$ cat config.mk
export PLATFORM = sky130hd
export DESIGN_NAME = spsrg_top
export DESIGN_NICKNAME = d
export VERILOG_FILES = /design/src/spsrg_pkg.sv /design/src/spsrg_sync_if.sv /design/src/spsrg_pin_sync.sv /design/src/spsrg_top.sv
export VERILOG_INCLUDE_DIRS = /design/src
export SDC_FILE = /design/constraint.sdc
export NUM_CORES = 1
export LEC_CHECK = 0
export ABC_AREA = 1
export BUFFER_PORTS_ARGS = -buffer_cell sky130_fd_sc_hd__buf_2
export CAP_MARGIN = 40
export CORE_ASPECT_RATIO = 0.75
export CORE_UTILIZATION = 45
export DETAILED_ROUTE_END_ITERATION = 12
export GPL_ROUTABILITY_DRIVEN = 0
export PLACE_DENSITY = 0.65
export SETUP_SLACK_MARGIN = 0.02
export SYNTH_ARGS = -nofsm -noshare
export SYNTH_HDL_FRONTEND = slang
export SYNTH_HIERARCHICAL = 1
export SYNTH_SLANG_ARGS = --single-unit
$ cat constraint.sdc
create_clock -name clock -period 2.1 [get_ports clock]
set_clock_uncertainty 0.05 [all_clocks]
set_input_delay 0.21 -clock clock [delete_from_list [all_inputs] [get_ports clock]]
set_output_delay 0.21 -clock clock [all_outputs]
set_load 0.05 [all_outputs]
$ cat src/spsrg_defines.svh
// register offsets, field positions and reset values of the sample rate generator
`ifndef SPSRG_DEFINES_SVH
`define SPSRG_DEFINES_SVH

`define SPSRG_ADDR_W 8
`define SPSRG_OFS_CTRL 8'h00
`define SPSRG_OFS_PIN 8'h04
`define SPSRG_OFS_GEN1 8'h08
`define SPSRG_OFS_GEN2 8'h0C
`define SPSRG_OFS_STAT 8'h10

// port control word
`define SPSRG_CTRL_W 5
`define SPSRG_CTRL_GEN_RUN 0
`define SPSRG_CTRL_FRM_RUN 1
`define SPSRG_CTRL_LOOP 2
`define SPSRG_CTRL_STOP_LO 3
`define SPSRG_CTRL_STOP_HI 4
`define SPSRG_CTRL_RESET 5'h00

// pin control word
`define SPSRG_PIN_W 12
`define SPSRG_PIN_RX_POL 0
`define SPSRG_PIN_TX_POL 1
`define SPSRG_PIN_SRC_HIGH 7
`define SPSRG_PIN_RX_DIR 8
`define SPSRG_PIN_TX_DIR 9
`define SPSRG_PIN_RX_FSRC 10
`define SPSRG_PIN_TX_FSRC 11
`define SPSRG_PIN_RESET 12'h000

// generator control one
`define SPSRG_GEN1_DIV_LO 0
`define SPSRG_GEN1_DIV_HI 7
`define SPSRG_GEN1_WID_LO 8
`define SPSRG_GEN1_WID_HI 15
`define SPSRG_GEN1_RESET 16'h0001

// generator control two
`define SPSRG_GEN2_PER_LO 0
`define SPSRG_GEN2_PER_HI 11
`define SPSRG_GEN2_FGSEL 12
`define SPSRG_GEN2_SRC_LOW 13
`define SPSRG_GEN2_RESYNC 15
`define SPSRG_GEN2_RESET 16'h2000

`endif

$ cat src/spsrg_pkg.sv
// types shared by the sample rate generator modules
package spsrg_pkg;
	typedef enum logic [1:0] {GEN_HOLD, GEN_HIGH, GEN_LOW} spsrg_gen_state_type;
	typedef enum logic [1:0] {SRC_NONE, SRC_INT, SRC_RXPIN, SRC_TXPIN} spsrg_src_type;
	typedef logic [7:0] spsrg_byte_type;
endpackage : spsrg_pkg

$ cat src/spsrg_sync_if.sv
// one synchronised pin: raw level in, filtered level and edge pulses out
`timescale 1ns/10ps
interface spsrg_sync_if;
	logic raw;
	logic level;
	logic rise;
	logic fall;
	modport sync (input raw, output level, output rise, output fall);
	modport user (output raw, input level, input rise, input fall);
endinterface : spsrg_sync_if

$ cat src/spsrg_pin_sync.sv
// three-stage pin synchroniser with agreement filter and edge pulses
`timescale 1ns/10ps
module spsrg_pin_sync (
	input wire logic clock,
	input wire logic reset_n,
	spsrg_sync_if.sync port
);
	logic [2:0] stage_q;
	logic [2:0] stage_d;
	logic level_q;
	logic level_d;
	logic rise_q;
	logic rise_d;
	logic fall_q;
	logic fall_d;

	always_comb begin
		stage_d = {stage_q[1:0], port.raw};
		level_d = level_q;
		// a change counts only once the last two stages agree
		if (stage_q[1] == stage_q[2]) begin
			level_d = stage_q[2];
		end
		rise_d = level_d & ~level_q;
		fall_d = ~level_d & level_q;
	end

	always_ff @(posedge clock or negedge reset_n) begin
		if (!reset_n) begin
			stage_q <= 3'h0;
			level_q <= 1'b0;
			rise_q <= 1'b0;
			fall_q <= 1'b0;
		end else begin
			stage_q <= stage_d;
			level_q <= level_d;
			rise_q <= rise_d;
			fall_q <= fall_d;
		end
	end

	assign port.level = level_q;
	assign port.rise = rise_q;
	assign port.fall = fall_q;
endmodule : spsrg_pin_sync

$ cat src/spsrg_top.sv
// sample rate generator: source select, bit clock divider, frame pulse, pin steering
`timescale 1ns/10ps
`include "spsrg_defines.svh"
module spsrg_top (
	input wire logic clock,
	input wire logic reset_n,
	input wire logic psel,
	input wire logic penable,
	input wire logic pwrite,
	input wire logic [`SPSRG_ADDR_W-1:0] paddr,
	input wire logic [31:0] pwdata,
	output logic [31:0] prdata,
	output logic pready,
	output logic pslverr,
	input wire logic rxClockPinIn,
	output logic rxClockPinOut,
	output logic rxClockPinOe,
	input wire logic txClockPinIn,
	output logic txClockPinOut,
	output logic txClockPinOe,
	input wire logic rxFrameSyncPinIn,
	input wire logic txFrameSyncPinIn,
	output logic txFrameSyncPinOut,
	output logic txFrameSyncPinOe,
	input wire logic txCopyStrobe,
	output logic genBitClock,
	output logic genFramePulse,
	output logic rxClockInternal,
	output logic txClockInternal,
	output logic rxFrameInternal,
	output logic txFrameInternal,
	output logic spiMaster
);
	////////////////////////////////////////////////////////////////////////////
	// decoding helpers

	function automatic logic isMapped(input logic [`SPSRG_ADDR_W-1:0] addr);
		isMapped = (addr == `SPSRG_OFS_CTRL) || (addr == `SPSRG_OFS_PIN)
			|| (addr == `SPSRG_OFS_GEN1) || (addr == `SPSRG_OFS_GEN2)
			|| (addr == `SPSRG_OFS_STAT);
	endfunction : isMapped

	function automatic spsrg_pkg::spsrg_src_type srcDecode(input logic hi, input logic lo);
		unique case ({hi, lo})
			2'b01: srcDecode = spsrg_pkg::SRC_INT;
			2'b10: srcDecode = spsrg_pkg::SRC_RXPIN;
			2'b11: srcDecode = spsrg_pkg::SRC_TXPIN;
			default: srcDecode = spsrg_pkg::SRC_NONE;
		endcase
	endfunction : srcDecode

	////////////////////////////////////////////////////////////////////////////
	// pin synchronisers: rx clock, tx clock, rx sync, tx sync

	spsrg_sync_if syncBus[4] ();
	logic [3:0] pinRaw;

	assign pinRaw = {txFrameSyncPinIn, rxFrameSyncPinIn, txClockPinIn, rxClockPinIn};

	generate
		for (genvar i = 0; i < 4; i++) begin : g_sync
			assign syncBus[i].raw = pinRaw[i];
			spsrg_pin_sync u_sync (
				.clock(clock),
				.reset_n(reset_n),
				.port(syncBus[i])
			);
		end
	endgenerate

	logic rxPinRise;
	logic rxPinFall;
	logic rxPinLevel;
	logic txPinRise;
	logic txPinFall;
	logic txPinLevel;
	logic rxSyncLevel;
	logic txSyncLevel;

	assign rxPinRise = syncBus[0].rise;
	assign rxPinFall = syncBus[0].fall;
	assign rxPinLevel = syncBus[0].level;
	assign txPinRise = syncBus[1].rise;
	assign txPinFall = syncBus[1].fall;
	assign txPinLevel = syncBus[1].level;
	assign rxSyncLevel = syncBus[2].level;
	assign txSyncLevel = syncBus[3].level;

	////////////////////////////////////////////////////////////////////////////
	// register file over APB

	logic [`SPSRG_CTRL_W-1:0] ctrl_q;
	logic [`SPSRG_CTRL_W-1:0] ctrl_d;
	logic [`SPSRG_PIN_W-1:0] pin_q;
	logic [`SPSRG_PIN_W-1:0] pin_d;
	logic [15:0] gen1_q;
	logic [15:0] gen1_d;
	logic [15:0] gen2_q;
	logic [15:0] gen2_d;
	logic [31:0] prdata_q;
	logic [31:0] prdata_d;
	logic [31:0] statusWord;
	logic wrEn;

	assign wrEn = psel & penable & pwrite;

	always_comb begin
		ctrl_d = ctrl_q;
		pin_d = pin_q;
		gen1_d = gen1_q;
		gen2_d = gen2_q;
		prdata_d = prdata_q;
		if (wrEn) begin
			unique case (paddr)
				`SPSRG_OFS_CTRL: ctrl_d = pwdata[`SPSRG_CTRL_W-1:0];
				`SPSRG_OFS_PIN: pin_d = pwdata[`SPSRG_PIN_W-1:0];
				`SPSRG_OFS_GEN1: gen1_d = pwdata[15:0];
				`SPSRG_OFS_GEN2: gen2_d = pwdata[15:0];
				default: ;
			endcase
		end
		// read data is fetched in the setup cycle, so the access needs no wait
		if (psel && !penable) begin
			unique case (paddr)
				`SPSRG_OFS_CTRL: prdata_d = {27'h0, ctrl_q};
				`SPSRG_OFS_PIN: prdata_d = {20'h0, pin_q};
				`SPSRG_OFS_GEN1: prdata_d = {16'h0, gen1_q};
				`SPSRG_OFS_GEN2: prdata_d = {16'h0, gen2_q};
				`SPSRG_OFS_STAT: prdata_d = statusWord;
				default: prdata_d = 32'h0;
			endcase
		end
	end

	always_ff @(posedge clock or negedge reset_n) begin
		if (!reset_n) begin
			ctrl_q <= `SPSRG_CTRL_RESET;
			pin_q <= `SPSRG_PIN_RESET;
			gen1_q <= `SPSRG_GEN1_RESET;
			gen2_q <= `SPSRG_GEN2_RESET;
			prdata_q <= 32'h0;
		end else begin
			ctrl_q <= ctrl_d;
			pin_q <= pin_d;
			gen1_q <= gen1_d;
			gen2_q <= gen2_d;
			prdata_q <= prdata_d;
		end
	end

	assign prdata = prdata_q;
	assign pready = 1'b1;
	assign pslverr = psel & penable & ~isMapped(paddr);

	// field views
	logic genRun;
	logic frmRun;
	logic loopSel;
	logic [1:0] stopSel;
	logic rxPol;
	logic txPol;
	logic rxDir;
	logic txDir;
	logic rxFsrc;
	logic txFsrc;
	spsrg_pkg::spsrg_byte_type divVal;
	spsrg_pkg::spsrg_byte_type widVal;
	logic [11:0] perVal;
	logic fgSel;
	logic resyncOn;
	spsrg_pkg::spsrg_src_type src;

	assign genRun = ctrl_q[`SPSRG_CTRL_GEN_RUN];
	assign frmRun = ctrl_q[`SPSRG_CTRL_FRM_RUN];
	assign loopSel = ctrl_q[`SPSRG_CTRL_LOOP];
	assign stopSel = ctrl_q[`SPSRG_CTRL_STOP_HI:`SPSRG_CTRL_STOP_LO];
	assign rxPol = pin_q[`SPSRG_PIN_RX_POL];
	assign txPol = pin_q[`SPSRG_PIN_TX_POL];
	assign rxDir = pin_q[`SPSRG_PIN_RX_DIR];
	assign txDir = pin_q[`SPSRG_PIN_TX_DIR];
	assign rxFsrc = pin_q[`SPSRG_PIN_RX_FSRC];
	assign txFsrc = pin_q[`SPSRG_PIN_TX_FSRC];
	assign divVal = gen1_q[`SPSRG_GEN1_DIV_HI:`SPSRG_GEN1_DIV_LO];
	assign widVal = gen1_q[`SPSRG_GEN1_WID_HI:`SPSRG_GEN1_WID_LO];
	assign perVal = gen2_q[`SPSRG_GEN2_PER_HI:`SPSRG_GEN2_PER_LO];
	assign fgSel = gen2_q[`SPSRG_GEN2_FGSEL];
	assign resyncOn = gen2_q[`SPSRG_GEN2_RESYNC];
	assign src = srcDecode(pin_q[`SPSRG_PIN_SRC_HIGH], gen2_q[`SPSRG_GEN2_SRC_LOW]);

	////////////////////////////////////////////////////////////////////////////
	// source clock edge and external sync detection

	logic srcTick;
	logic extSrc;
	logic rxSyncPrev_q;
	logic rxSyncPrev_d;
	logic resyncEvt;
	logic divRestart;

	always_comb begin
		unique case (src)
			spsrg_pkg::SRC_INT: srcTick = 1'b1;
			spsrg_pkg::SRC_RXPIN: srcTick = rxPol ? rxPinRise : rxPinFall;
			spsrg_pkg::SRC_TXPIN: srcTick = txPol ? txPinFall : txPinRise;
			spsrg_pkg::SRC_NONE: srcTick = 1'b0;
		endcase
	end

	assign extSrc = (src == spsrg_pkg::SRC_RXPIN) || (src == spsrg_pkg::SRC_TXPIN);
	// sampled only on source edges, so a long sync pulse counts once
	assign rxSyncPrev_d = srcTick ? rxSyncLevel : rxSyncPrev_q;
	assign resyncEvt = srcTick & resyncOn & extSrc & rxSyncLevel & ~rxSyncPrev_q;
	assign divRestart = resyncEvt & (src == spsrg_pkg::SRC_RXPIN);

	always_ff @(posedge clock or negedge reset_n) begin
		if (!reset_n) begin
			rxSyncPrev_q <= 1'b0;
		end else begin
			rxSyncPrev_q <= rxSyncPrev_d;
		end
	end

	////////////////////////////////////////////////////////////////////////////
	// bit clock divider

	spsrg_pkg::spsrg_gen_state_type genState_q;
	spsrg_pkg::spsrg_gen_state_type genState_d;
	spsrg_pkg::spsrg_byte_type cnt_q;
	spsrg_pkg::spsrg_byte_type cnt_d;
	spsrg_pkg::spsrg_byte_type hiLast;
	spsrg_pkg::spsrg_byte_type loLast;
	logic bitRise;

	// high p+1 and low p for an even value, equal halves for an odd one
	assign hiLast = {1'b0, divVal[7:1]};
	assign loLast = (divVal == 8'h00) ? 8'h00 : divVal - hiLast - 8'h01;

	always_comb begin
		genState_d = genState_q;
		cnt_d = cnt_q;
		bitRise = 1'b0;
		if (!genRun) begin
			genState_d = spsrg_pkg::GEN_HOLD;
			cnt_d = 8'h00;
		end else if (srcTick) begin
			if (divRestart || genState_q == spsrg_pkg::GEN_HOLD) begin
				genState_d = spsrg_pkg::GEN_HIGH;
				cnt_d = hiLast;
				bitRise = (genState_q != spsrg_pkg::GEN_HIGH);
			end else if (cnt_q != 8'h00) begin
				cnt_d = cnt_q - 8'h01;
			end else if (genState_q == spsrg_pkg::GEN_HIGH) begin
				genState_d = spsrg_pkg::GEN_LOW;
				cnt_d = loLast;
			end else begin
				genState_d = spsrg_pkg::GEN_HIGH;
				cnt_d = hiLast;
				bitRise = 1'b1;
			end
		end
	end

	always_ff @(posedge clock or negedge reset_n) begin
		if (!reset_n) begin
			genState_q <= spsrg_pkg::GEN_HOLD;
			cnt_q <= 8'h00;
		end else begin
			genState_q <= genState_d;
			cnt_q <= cnt_d;
		end
	end

	////////////////////////////////////////////////////////////////////////////
	// frame pulse: period and width counted in bit clock cycles

	logic [11:0] perCnt_q;
	logic [11:0] perCnt_d;
	spsrg_pkg::spsrg_byte_type widCnt_q;
	spsrg_pkg::spsrg_byte_type widCnt_d;
	logic frame_q;
	logic frame_d;
	logic extFrame;
	logic frameStart;

	assign extFrame = resyncOn & extSrc;
	assign frameStart = extFrame ? resyncEvt
		: (bitRise & (perCnt_q == 12'h000));

	always_comb begin
		perCnt_d = perCnt_q;
		widCnt_d = widCnt_q;
		frame_d = frame_q;
		if (!genRun || !frmRun) begin
			frame_d = 1'b0;
			perCnt_d = perVal;
			widCnt_d = 8'h00;
		end else if (frameStart) begin
			frame_d = 1'b1;
			widCnt_d = widVal;
			perCnt_d = perVal;
		end else if (bitRise) begin
			if (!extFrame) begin
				perCnt_d = perCnt_q - 12'h001;
			end
			if (frame_q && widCnt_q == 8'h00) begin
				frame_d = 1'b0;
			end else if (frame_q) begin
				widCnt_d = widCnt_q - 8'h01;
			end
		end
	end

	always_ff @(posedge clock or negedge reset_n) begin
		if (!reset_n) begin
			perCnt_q <= 12'h000;
			widCnt_q <= 8'h00;
			frame_q <= 1'b0;
		end else begin
			perCnt_q <= perCnt_d;
			widCnt_q <= widCnt_d;
			frame_q <= frame_d;
		end
	end

	////////////////////////////////////////////////////////////////////////////
	// pin and internal clock / frame steering, registered outputs

	logic bitClk;
	logic spiMode;
	logic txInt;
	logic [8:0] out_q;
	logic [8:0] out_d;

	assign bitClk = (genState_q == spsrg_pkg::GEN_HIGH);
	assign spiMode = txDir & stopSel[1];
	assign txInt = txDir ? bitClk : txPinLevel;

	always_comb begin
		out_d[0] = bitClk;
		out_d[1] = frame_q;
		out_d[2] = loopSel ? txInt : bitClk;
		out_d[3] = bitClk;
		out_d[4] = txInt;
		if (spiMode) begin
			out_d[5] = txInt;
		end else if (rxDir) begin
			out_d[5] = loopSel ? txInt : bitClk;
		end else begin
			out_d[5] = rxPinLevel;
		end
		out_d[6] = rxFsrc ? frame_q : rxSyncLevel;
		if (!txFsrc) begin
			out_d[7] = txSyncLevel;
		end else begin
			out_d[7] = fgSel ? frame_q : txCopyStrobe;
		end
		out_d[8] = spiMode;
	end

	always_ff @(posedge clock or negedge reset_n) begin
		if (!reset_n) begin
			out_q <= 9'h000;
		end else begin
			out_q <= out_d;
		end
	end

	assign genBitClock = out_q[0];
	assign genFramePulse = out_q[1];
	assign rxClockPinOut = out_q[2];
	assign rxClockPinOe = rxDir;
	assign txClockPinOut = out_q[3];
	assign txClockPinOe = txDir;
	assign txClockInternal = out_q[4];
	assign rxClockInternal = out_q[5];
	assign rxFrameInternal = out_q[6];
	assign txFrameInternal = out_q[7];
	assign txFrameSyncPinOut = out_q[7];
	assign txFrameSyncPinOe = txFsrc;
	assign spiMaster = out_q[8];

	// status: live generator state for software
	assign statusWord = {27'h0, spiMode, src, frame_q, bitClk};
endmodule : spsrg_top

---- Yosys cells after proc, flatten, opt, wreduce, memory -nomap -nowiden ----
Index checks and enable logic that the tools add are counted.
operators by class
  $add $sub $neg .......................... 5
  multiply operators ...................... 0
  divide/modulo/power cells ............... 0
  order comparisons ....................... 0
  equality and inequality tests ........... 20
  shift operators ......................... 0
  mux-type cells .......................... 44
  bitwise logic cells ..................... 21
  reductions and logical operators ........ 30
operator list
  operator                                              number
  two-way mux 8 bit                                     11
  one-hot mux 16 bit (5 select lines)                   1
  two-way mux 12 bit                                    4
  logical NOT 8 bit                                     3
  subtractor 8 x 1 -> 8 bit (second input constant)     3
  two-way mux 1 bit                                     21
  equality test 8 x 4 -> 1 bit (second input constant)  2
  bitwise AND 1 bit                                     15
  AND reduction 2 bit                                   7
  logical NOT 12 bit                                    1
  subtractor 12 x 1 -> 12 bit (second input constant)   1
  two-way mux 2 bit                                     5
  nonzero test 3 bit                                    3
  equality test 2 bit (second input constant)           4
  equality test 8 x 3 -> 1 bit (second input constant)  1
  equality test 8 x 5 -> 1 bit (second input constant)  1
  nonzero test 8 bit                                    1
  subtractor 8 x 7 -> 8 bit                             1
  logical OR 1 bit                                      7
  equality test 2 x 1 -> 1 bit (second input constant)  3
  inequality test 3 bit (second input constant)         2
  inverter 1 bit                                        6
  one-hot mux 2 bit (3 select lines)                    1
  equality test 1 bit                                   4
  other kinds (7)                                       12
word-level totals
  flip-flop bits (word level) ............. 142
  bits in latches ......................... 0
  RAM bits ................................ 0
  bits in read-only memories .............. 0
  word-level logic and storage cells ...... 144
  memories ................................ 0

---- Longest topological paths before layout ----
Gate-level depths: netlist (run 1).
  word-level depth ........................ 17
  gate-level depth with buffers ........... 14
  mapped depth without buffers ............ 13

---- Cells and area by module ----
Netlist (run 1), hierarchy kept.
modules (own cells, without submodules)
  module          instances  cells an instance  area each (um^2)
  spsrg_top       1          753                5960.7
  spsrg_pin_sync  4          13                 181.4

---- Least setup slack after synthesis (run 1) ----
OpenSTA, ideal clock, no wires.
  path kind ............................... input-to-output
  start point ............................. input port paddr[3]
  end point ............................... output port pslverr
  arrival ................................. 1.693 ns
  data required time ...................... 1.840 ns
  slack ................................... 0.147 ns
  stages .................................. 6
  path buffers ............................ 0
  cells stage by stage .................... inv_1 -> nand2_1 -> nor2_1 -> nand2_1 -> inv_1 -> a211oi_1
between the ends
  cells in the longest elaborated chain, start to end .. 7
  elaborated cells on any way between the ends .. 11
  those cells by class .................... 4 x eq/ne; 2 x bitwise; 5 x reduce/logical
RTL lines
  item                                                                      RTL line          source
  start, declared                                                           spsrg_top.sv:10   input wire logic [`SPSRG_ADDR_W-1:0] paddr,
  equality test 8 x 3 -> 1 bit / logical NOT 8 bit (equally long branches)  -
  logical OR 1 bit (3 in a row)                                             spsrg_top.sv:38   isMapped = (addr == `SPSRG_OFS_CTRL) || (addr == `SPSRG_OFS_PIN)
  logical OR 1 bit *                                                        spsrg_top.sv:38
  inverter 1 bit *                                                          spsrg_top.sv:153  assign pslverr = psel & penable & ~isMapped(paddr);
  bitwise AND 1 bit *                                                       spsrg_top.sv:153
  end, declared                                                             spsrg_top.sv:14   output logic pslverr,
Every way passes the cells marked *; elsewhere a longest branch is shown, timed or not.

---- Worst setup path in the final report (run 1) ----
  start point ............................. register gen2_q[13]
  end point ............................... register widCnt_q[6]
between the ends
  cells in the longest elaborated chain, start to end .. 17
  elaborated cells on any way between the ends .. 28
  those cells by class .................... 7 x eq/ne; 8 x mux; 7 x bitwise; 6 x reduce/logical
RTL lines
  item                                                                        RTL line                            source
  start, declared                                                             spsrg_top.sv:98                     logic [15:0] gen2_q;
  start signal, assigned                                                      spsrg_top.sv:140                    gen2_q <= `SPSRG_GEN2_RESET;
  start signal, assigned                                                      spsrg_top.sv:146                    gen2_q <= gen2_d;
  equality test 2 bit / equality test 2 x 1 -> 1 bit (equally long branches)  spsrg_top.sv:44                     unique case ({hi, lo})
  one-hot mux 2 bit (3 select lines) *                                        spsrg_top.sv:44
  equality test 2 bit, or another cell as far along                           spsrg_top.sv:201, spsrg_top.sv:209
  one-hot mux 1 bit (4 select lines)                                          spsrg_top.sv:201                    unique case (src)
  bitwise AND 1 bit (4 in a row)                                              spsrg_top.sv:212                    assign resyncEvt = srcTick & resyncOn & extSrc & rxSyncLevel & ~rxSyncPrev_q;
  bitwise AND 1 bit                                                           spsrg_top.sv:213                    assign divRestart = resyncEvt & (src == spsrg_pkg::SRC_RXPIN);
  logical OR 1 bit                                                            spsrg_top.sv:246                    if (divRestart || genState_q == spsrg_pkg::GEN_HOLD) begin
  two-way mux 1 bit                                                           spsrg_top.sv:246
  two-way mux 1 bit                                                           spsrg_top.sv:245                    end else if (srcTick) begin
  two-way mux 1 bit                                                           spsrg_top.sv:242                    if (!genRun) begin
  bitwise AND 1 bit                                                           spsrg_top.sv:287                    : (bitRise & (perCnt_q == 12'h000));
  two-way mux 1 bit                                                           spsrg_top.sv:286                    assign frameStart = extFrame ? resyncEvt
  inequality test 3 bit (no line), or another cell as far along               -
  AND reduction 3 bit (no line) / two-way mux 8 bit (equally long branches)   -
  end signal, assigned                                                        spsrg_top.sv:320                    widCnt_q <= widCnt_d;
  end, declared                                                               spsrg_top.sv:278                    spsrg_pkg::spsrg_byte_type widCnt_q;
Marks and branches as above.
A chain may end at the register's enable or synchronous reset.

==> results of run 1 <==
cells in the final DEF (no fill, tap or decap), types with 3 or more instances in the layout:
cell / instances
buf_2: 62
ha_1: 13
nor3_1: 3
o211ai_1: 3
xor2_1: 11
clkbuf_16: 19
xnor2_1: 5
buf_12: 3
clkinvlp_4: 3
dfrtp_1: 122
clkbuf_8: 4
nand3_4: 3
a22o_1: 3
a211oi_1: 4
dlygate4sd3_1: 5
nand2_1: 200
conb_1: 17
nand4_1: 22
buf_4: 36
inv_1: 83
a21oi_1: 30
o22ai_1: 4
o21ai_0: 89
nand4_4: 3
inv_2: 8
a221oi_1: 9
nor2_1: 52
nor2_2: 5
nand3_1: 41
nand3_2: 6
power by group through the flow:
stage	clock [W]	sequential [W]	combinational (W)
after floorplan	0	0.00262	0.000248
after global placement	0	0.00256	0.000452
after detailed placement	0	0.00256	0.000455
after CTS	0.00299	0.00252	0.000465
after global routing	0.00308	0.00253	0.000518
final	0.00294	0.00253	0.000468
worst reg2reg max path, delay by kind of cell (launching register included):
family / cells / cell delay, ns
buffers and inverters: 3 / 0.37
flip-flops: 1 / 0.59
AND/OR/NAND/NOR: 10 / 0.88
final timing paths:
check                                                 startpoint                                     to  slack, ns  cells after the start
hold reg to reg            g_sync[2].u_sync/stage_q[0]$_DFF_PN0_  g_sync[2].u_sync/stage_q[1]$_DFF_PN0_       0.30                      0
setup reg to reg                          gen2_q[13]$_DFFE_PN1P_                widCnt_q[6]$_DFFE_PN0P_        0.1                     13
min in group asynchronous                                reset_n  g_sync[2].u_sync/stage_q[0]$_DFF_PN0_       0.22                      2
setup / recovery                          gen2_q[13]$_DFFE_PN1P_                widCnt_q[6]$_DFFE_PN0P_        0.1                     13
hold / removal                                        pwdata[12]                 gen2_q[12]$_DFFE_PN0P_       0.03                      3
max in group asynchronous                                reset_n                  gen1_q[0]$_DFFE_PN1P_       1.10                      3
routing by layer:
layer / up-vias / share of wire [%] / track usage (%)
met1: 2703 / 51 / 38.2
met3: 20 / 7.1 / 6.31
met2: 211 / 41 / 33.2
met5: - / 0 / 0
li1: 2812 / - / -
met4: 0 / 1.6 / 8.91
layout make-up:
class | instances | area share [%]
Clock buffer | 23 | 6.02
Multi-Input combinational cell | 552 | 36.7
Timing Repair Buffer | 111 | 9.65
Clock inverter | 9 | 1.36
Inverter | 95 | 4.58
Tap cell | 195 | 3.01
Sequential cell | 125 | 38.6
stage by stage:
stage | cell area, sq um | worst slack, ns
after floorplan | 6610 | 0.147
after global routing | 8110 | -0.0427
after detailed placement | 7230 | 0.0491
after global placement | 7230 | 0.0774
after CTS | 7880 | 0.0362
final | 8110 | 0.0988
flip-flops by register name, indices dropped and copies added (netlist names), 2 cells and up:
name and count:
g_sync.u_sync/port.level 4, pin_q 12, perCnt_q 12, cnt_q 8
genState_q 2, widCnt_q 8, prdata 16, ctrl_q 5
g_sync.u_sync/port.rise 2, g_sync.u_sync/stage_q 12, g_sync.u_sync/port.fall 2, out_q 8
gen1_q 16, gen2_q 16
what timing repair did:
action,CTS,global route
buffers inserted,0,6
endpoints found under the setup margin,0,23
resized for setup,0,39
hold endpoints to repair,30,0
hold buffers,5,0
==> impl_metrics.env, run 1 <==
export IMPL_cp_end_kind="flop"
export IMPL_drive_gt1_share_pct=20.0
export IMPL_switching_share_pct=24.6
export IMPL_pin_count=97
export IMPL_final_cells=1110
export IMPL_cts_tree="done"
export IMPL_tightestPinTransition_ns=0.693
export IMPL_grt_antenna_before_repair=0
export IMPL_irDropWorstVdd_v=0.000563
export IMPL_vias_per_instance=5.18
export IMPL_avgSynthCellArea_sq_um=8.25
export IMPL_critical_path_peak_fanout=5
export IMPL_place_detailed_instances=1065
export IMPL_ys_warn_count=6
export IMPL_cp_start_kind="flop"
export IMPL_die_area_sq_um=15100
export IMPL_num_antenna_cells=0
export IMPL_first_iter_violations=578
export IMPL_final_worst_path_cycle_share_pct=95.3
export IMPL_netlist_area_sq_um=6560
export IMPL_count_of_buffers_inserted_at_the_top_level_ports=63
export IMPL_final_net_count=968
export IMPL_wl_per_cell_um=15.9
export IMPL_timing_critical_path_slowest_cell_delay_ns=0.59
export IMPL_floorplan_core_area_sq_um=14000
export IMPL_critical_path_buf_inv_count=3
export IMPL_final_hold_viol_count=0
export IMPL_post_route_min_period_ns=2.00
export IMPL_floorplan_initialDensity_pct=46.9
export IMPL_power_density_cell_area_nw_per_um2=732
export IMPL_cp_top_family="simple AND/OR/NAND/NOR gates"
export IMPL_crit_path_frequent_cell="nand2_1"
export IMPL_combinationalPowerShare_pct=7.9
export IMPL_fillCellCount=1263
export IMPL_p_seq_share_pct=42.6
export IMPL_post_synthesis_cells=795
export IMPL_wire_length_after_detailed_routing_mm=17.6
export IMPL_die_h_um=107
export IMPL_grt_max_degree=41
export IMPL_tritoncts_num_buffers=17
export IMPL_hold_ws_ns=0.0271
export IMPL_rsz_0062_raised_after_global_routing="true"
export IMPL_dr_total_vias=5746
export IMPL_area_delta_synth_final_pct=23.6
export IMPL_total_leakage_power_nw=4.04
export IMPL_crit_type="flop to flop"
export IMPL_dpl_hpwl_mm=12.8
export IMPL_clk_path_buf_depth=2
export IMPL_seqCellArea_sq_um=3130
export IMPL_remaining_drc_errors=0
export IMPL_setup_total_negative_slack_ns=0
export IMPL_clock_sinks=125
export IMPL_maxCapViolations=0
export IMPL_floorplan_rows=37
export IMPL_first_global_vias=5179
export IMPL_achievable_frequency_mhz=500
export IMPL_required_ns=2.36
export IMPL_dieWidth_um=141
export IMPL_cts_root_buf="clkbuf_16"
export IMPL_min_path_type="input port to flop"
export IMPL_total_power_w=0.00593
export IMPL_maxSlewViolCount=0
export IMPL_antenna_violating_nets_left=0
export IMPL_critical_path_cell_chain="nand2_1 > inv_1 > nand2_2 > nand2_2 > nand3_4 > nand3_4 > nand4_4 > buf_6 > clkbuf_16 > nand4_1 > nand2_1 > nand2_1 > nand2_1"
export IMPL_globalRouteTotalUtil_pct=24.9
export IMPL_cts_htree_levels=4
export IMPL_multi_input_comb_area_sq_um=2980
export IMPL_run_status="completed"
export IMPL_grt_overflow_total=0
export IMPL_cell_internal_pwr_w=0.00447
export IMPL_cts_reportedPaths_clkPinSlew_ns=0.06
export IMPL_crit_path_top_delay_cell="dfstp_2"
export IMPL_firstDrtPassIters=5
export IMPL_worst_skew_pair_late_latency_ns=0.42
export IMPL_slew_headroom_pct=53.8
export IMPL_power_frac_clock_pct=49.5
export IMPL_grt_pass1_wl_mm=28.0
export IMPL_power_switching_w=0.00146
export IMPL_final_core_area_utilization_pct=58.0
export IMPL_setup_violations=0
export IMPL_critical_path_arrival_ns=2.26
(Power assumes the default switching activity.)
==> run 2: changes to the inputs <==
==> constraint.sdc (replaced) <==
create_clock -name clock -period 2.1 [get_ports clock]
set_clock_uncertainty 0.05 [all_clocks]
set_input_delay 0.525 -clock clock [delete_from_list [all_inputs] [get_ports clock]]
set_output_delay 0.525 -clock clock [all_outputs]
set_load 0.05 [all_outputs]
==> run 2 against run 1 <==
Effect of this change: utilization up 0.13 points; non-clock buffer count up 8; sequential power about the same; critical path depth down 2; wire length about the same; worst setup slack worse by 0.020 ns; first-iteration DRC count down 15%; via count up 0.21%; total power up 2.9%; largest power group unchanged; clock-buffer cell count down 2; highest routed layer unchanged; final cell count up 0.72%; register-to-register slack worse by 0.02 ns.
==> impl_metrics.env, run 2 (same netlist as run 1, synthesis figures left out) <==
export IMPL_critPathLaunch="gen1_q[0]$_DFFE_PN1P_"
export IMPL_required_ns=2.35
export IMPL_run_status="completed"
export IMPL_first_iter_violations=490
export IMPL_crit_type="flop to flop"
export IMPL_irDropWorstVdd_v=0.000619
export IMPL_dp_worst_setup_slack_ns=-0.000800
export IMPL_grt_overflow_total=0
export IMPL_worst_setup_path_endpoint="cnt_q[6]$_DFFE_PN0P_"
export IMPL_timing_reg2reg_setup_slack_ns=0.08
export IMPL_final_hold_viol_count=0
export IMPL_worst_skew_pair_late_latency_ns=0.42
export IMPL_dr_total_vias=5758
export IMPL_total_power_w=0.00610
export IMPL_multi_input_comb_area_sq_um=2950
export IMPL_cts_reportedPaths_clkPinSlew_ns=0.06
export IMPL_area_delta_synth_final_pct=23.9
export IMPL_final_net_count=976
export IMPL_final_core_area_utilization_pct=58.1
export IMPL_final_setup_worst_slack_ns=0.0792
export IMPL_maxCapViolations=0
export IMPL_die_h_um=107
export IMPL_critical_path_peak_fanout=3
export IMPL_final_worst_path_cycle_share_pct=96.2
export IMPL_cts_htree_levels=4
export IMPL_rsz_0062_raised_after_global_routing="true"
export IMPL_total_leakage_power_nw=4.05
export IMPL_wl_per_cell_um=15.8
export IMPL_commonest_non_fill_non_tap_cell_in_the_layout="nand2_1"
export IMPL_drive_gt1_share_pct=20.6
export IMPL_floorplan_core_area_sq_um=14000
export IMPL_grt_max_degree=60
export IMPL_remaining_drc_errors=0
export IMPL_cts_tree="done"
export IMPL_clk_path_buf_depth=2
export IMPL_grt_pass1_wl_mm=28.5
export IMPL_count_of_buffers_inserted_at_the_top_level_ports=63
export IMPL_final_cell_mix="nand2_1 (202), dfrtp_1 (122), o21ai_0 (89), inv_1 (84), buf_2 (61)"
export IMPL_ff2ff_path_depth=11
export IMPL_setup_violations=0
export IMPL_post_route_min_period_ns=2.02
export IMPL_floorplan_initialDensity_pct=46.9
export IMPL_cp_start_kind="flop"
export IMPL_critical_path_arrival_ns=2.27
export IMPL_floorplan_rows=37
export IMPL_min_path_type="input port to flop"
export IMPL_grt_antenna_before_repair=0
export IMPL_wire_length_after_detailed_routing_mm=17.6
export IMPL_dpl_hpwl_mm=12.9
export IMPL_regToRegEndpoint="cnt_q[6]$_DFFE_PN0P_"
export IMPL_num_antenna_cells=0
export IMPL_clock_sinks=125
export IMPL_maxSlewViolCount=0
export IMPL_power_density_cell_area_nw_per_um2=751
export IMPL_pin_count=97
export IMPL_vias_per_instance=5.15
export IMPL_seqCellArea_sq_um=3130
export IMPL_cp_end_kind="flop"
export IMPL_dieWidth_um=141
export IMPL_firstDrtPassIters=5
export IMPL_achievable_frequency_mhz=495
export IMPL_globalRouteTotalUtil_pct=25.4
export IMPL_tritoncts_num_buffers=17
export IMPL_hold_ws_ns=0.157
export IMPL_cts_root_buf="clkbuf_16"
export IMPL_fillCellCount=1298
export IMPL_first_global_vias=5380
export IMPL_die_area_sq_um=15100
export IMPL_antenna_violating_nets_left=0
export IMPL_critical_path_reg2reg_startpoint="gen1_q[0]$_DFFE_PN1P_"
-- run 2: cell types whose count changed in the layout (fill, tap and decap cells not counted), sizes merged --
cell         previous run  this run
buf                   104       118
clkbuf                 25        21
dlygate4sd3             5         1
bufinv                  2         4
-- run 2: how the worst min path moves through the flow --
stage	cells past startpoint	start	to	slack, ns
after floorplan	0	reset_n	cnt_q[0]$_DFFE_PN0P_	0.18
after global placement	0	g_sync[0].u_sync/stage_q[0]$_DFF_PN0_	g_sync[0].u_sync/stage_q[1]$_DFF_PN0_	0.28
after detailed placement	0	g_sync[2].u_sync/stage_q[0]$_DFF_PN0_	g_sync[2].u_sync/stage_q[1]$_DFF_PN0_	0.29
after CTS	1	txClockPinIn	g_sync[1].u_sync/stage_q[0]$_DFF_PN0_	0.15
after global routing	1	rxClockPinIn	g_sync[0].u_sync/stage_q[0]$_DFF_PN0_	0.14
final	1	txClockPinIn	g_sync[1].u_sync/stage_q[0]$_DFF_PN0_	0.16
-- run 2: final cells by class --
| type | count | share of cell area [%] |
|---|---|---|
| Sequential cell | 125 | 38.5 |
| Multi-Input combinational cell | 552 | 36.3 |
| Timing Repair Buffer | 119 | 9.96 |
| Clock buffer | 21 | 5.67 |
| Inverter | 95 | 4.50 |
| Tap cell | 195 | 3.00 |
| Clock inverter | 11 | 2.02 |
-- run 2: repair_timing --
action,CTS,global route
buffers inserted,0,4
hold buffers,1,0
setup endpoints to repair,2,25
pin swaps,0,6
resized for setup,3,19
endpoints found under the hold margin,19,0
-- run 2: worst max-delay path, stage by stage (launching register included) --
cell	delay [ns]
dfstp_2	0.55
ha_4	0.13
inv_2	0.04
fa_2	0.39
inv_2	0.06
nand4_1	0.12
nand3_1	0.11
nand2_1	0.07
nand3_2	0.06
o211ai_1	0.09
a21oi_1	0.16
o21ai_1	0.09
-- run 2: layer usage --
layer / global-route usage, % / routed length, um / vias to the layer above
met5: 0 / 0 / -
met1: 37.8 / 8790 / 2675
li1: - / - / 2821
met3: 6.62 / 1440 / 21
met2: 35.0 / 7120 / 241
met4: 9.14 / 288 / 0
-- run 2: power breakdown --
group	internal [W]	switching (W)	leakage [nW]
sequential	0.00248	0.0000469	1.68
clock	0.00204	0.00107	0.303
combinational	0.000126	0.000342	2.07
-- run 2: through the flow --
stage	std cells	TNS (ns)	area [sq um]
4_1_cts	1114	0	8030
5_1_grt	1118	-0.0154	8120
2_1_floorplan	810	0	6630
6_report	1118	0	8120
3_5_place_dp	1081	-0.000800	7390
3_3_place_gp	1081	0	7390
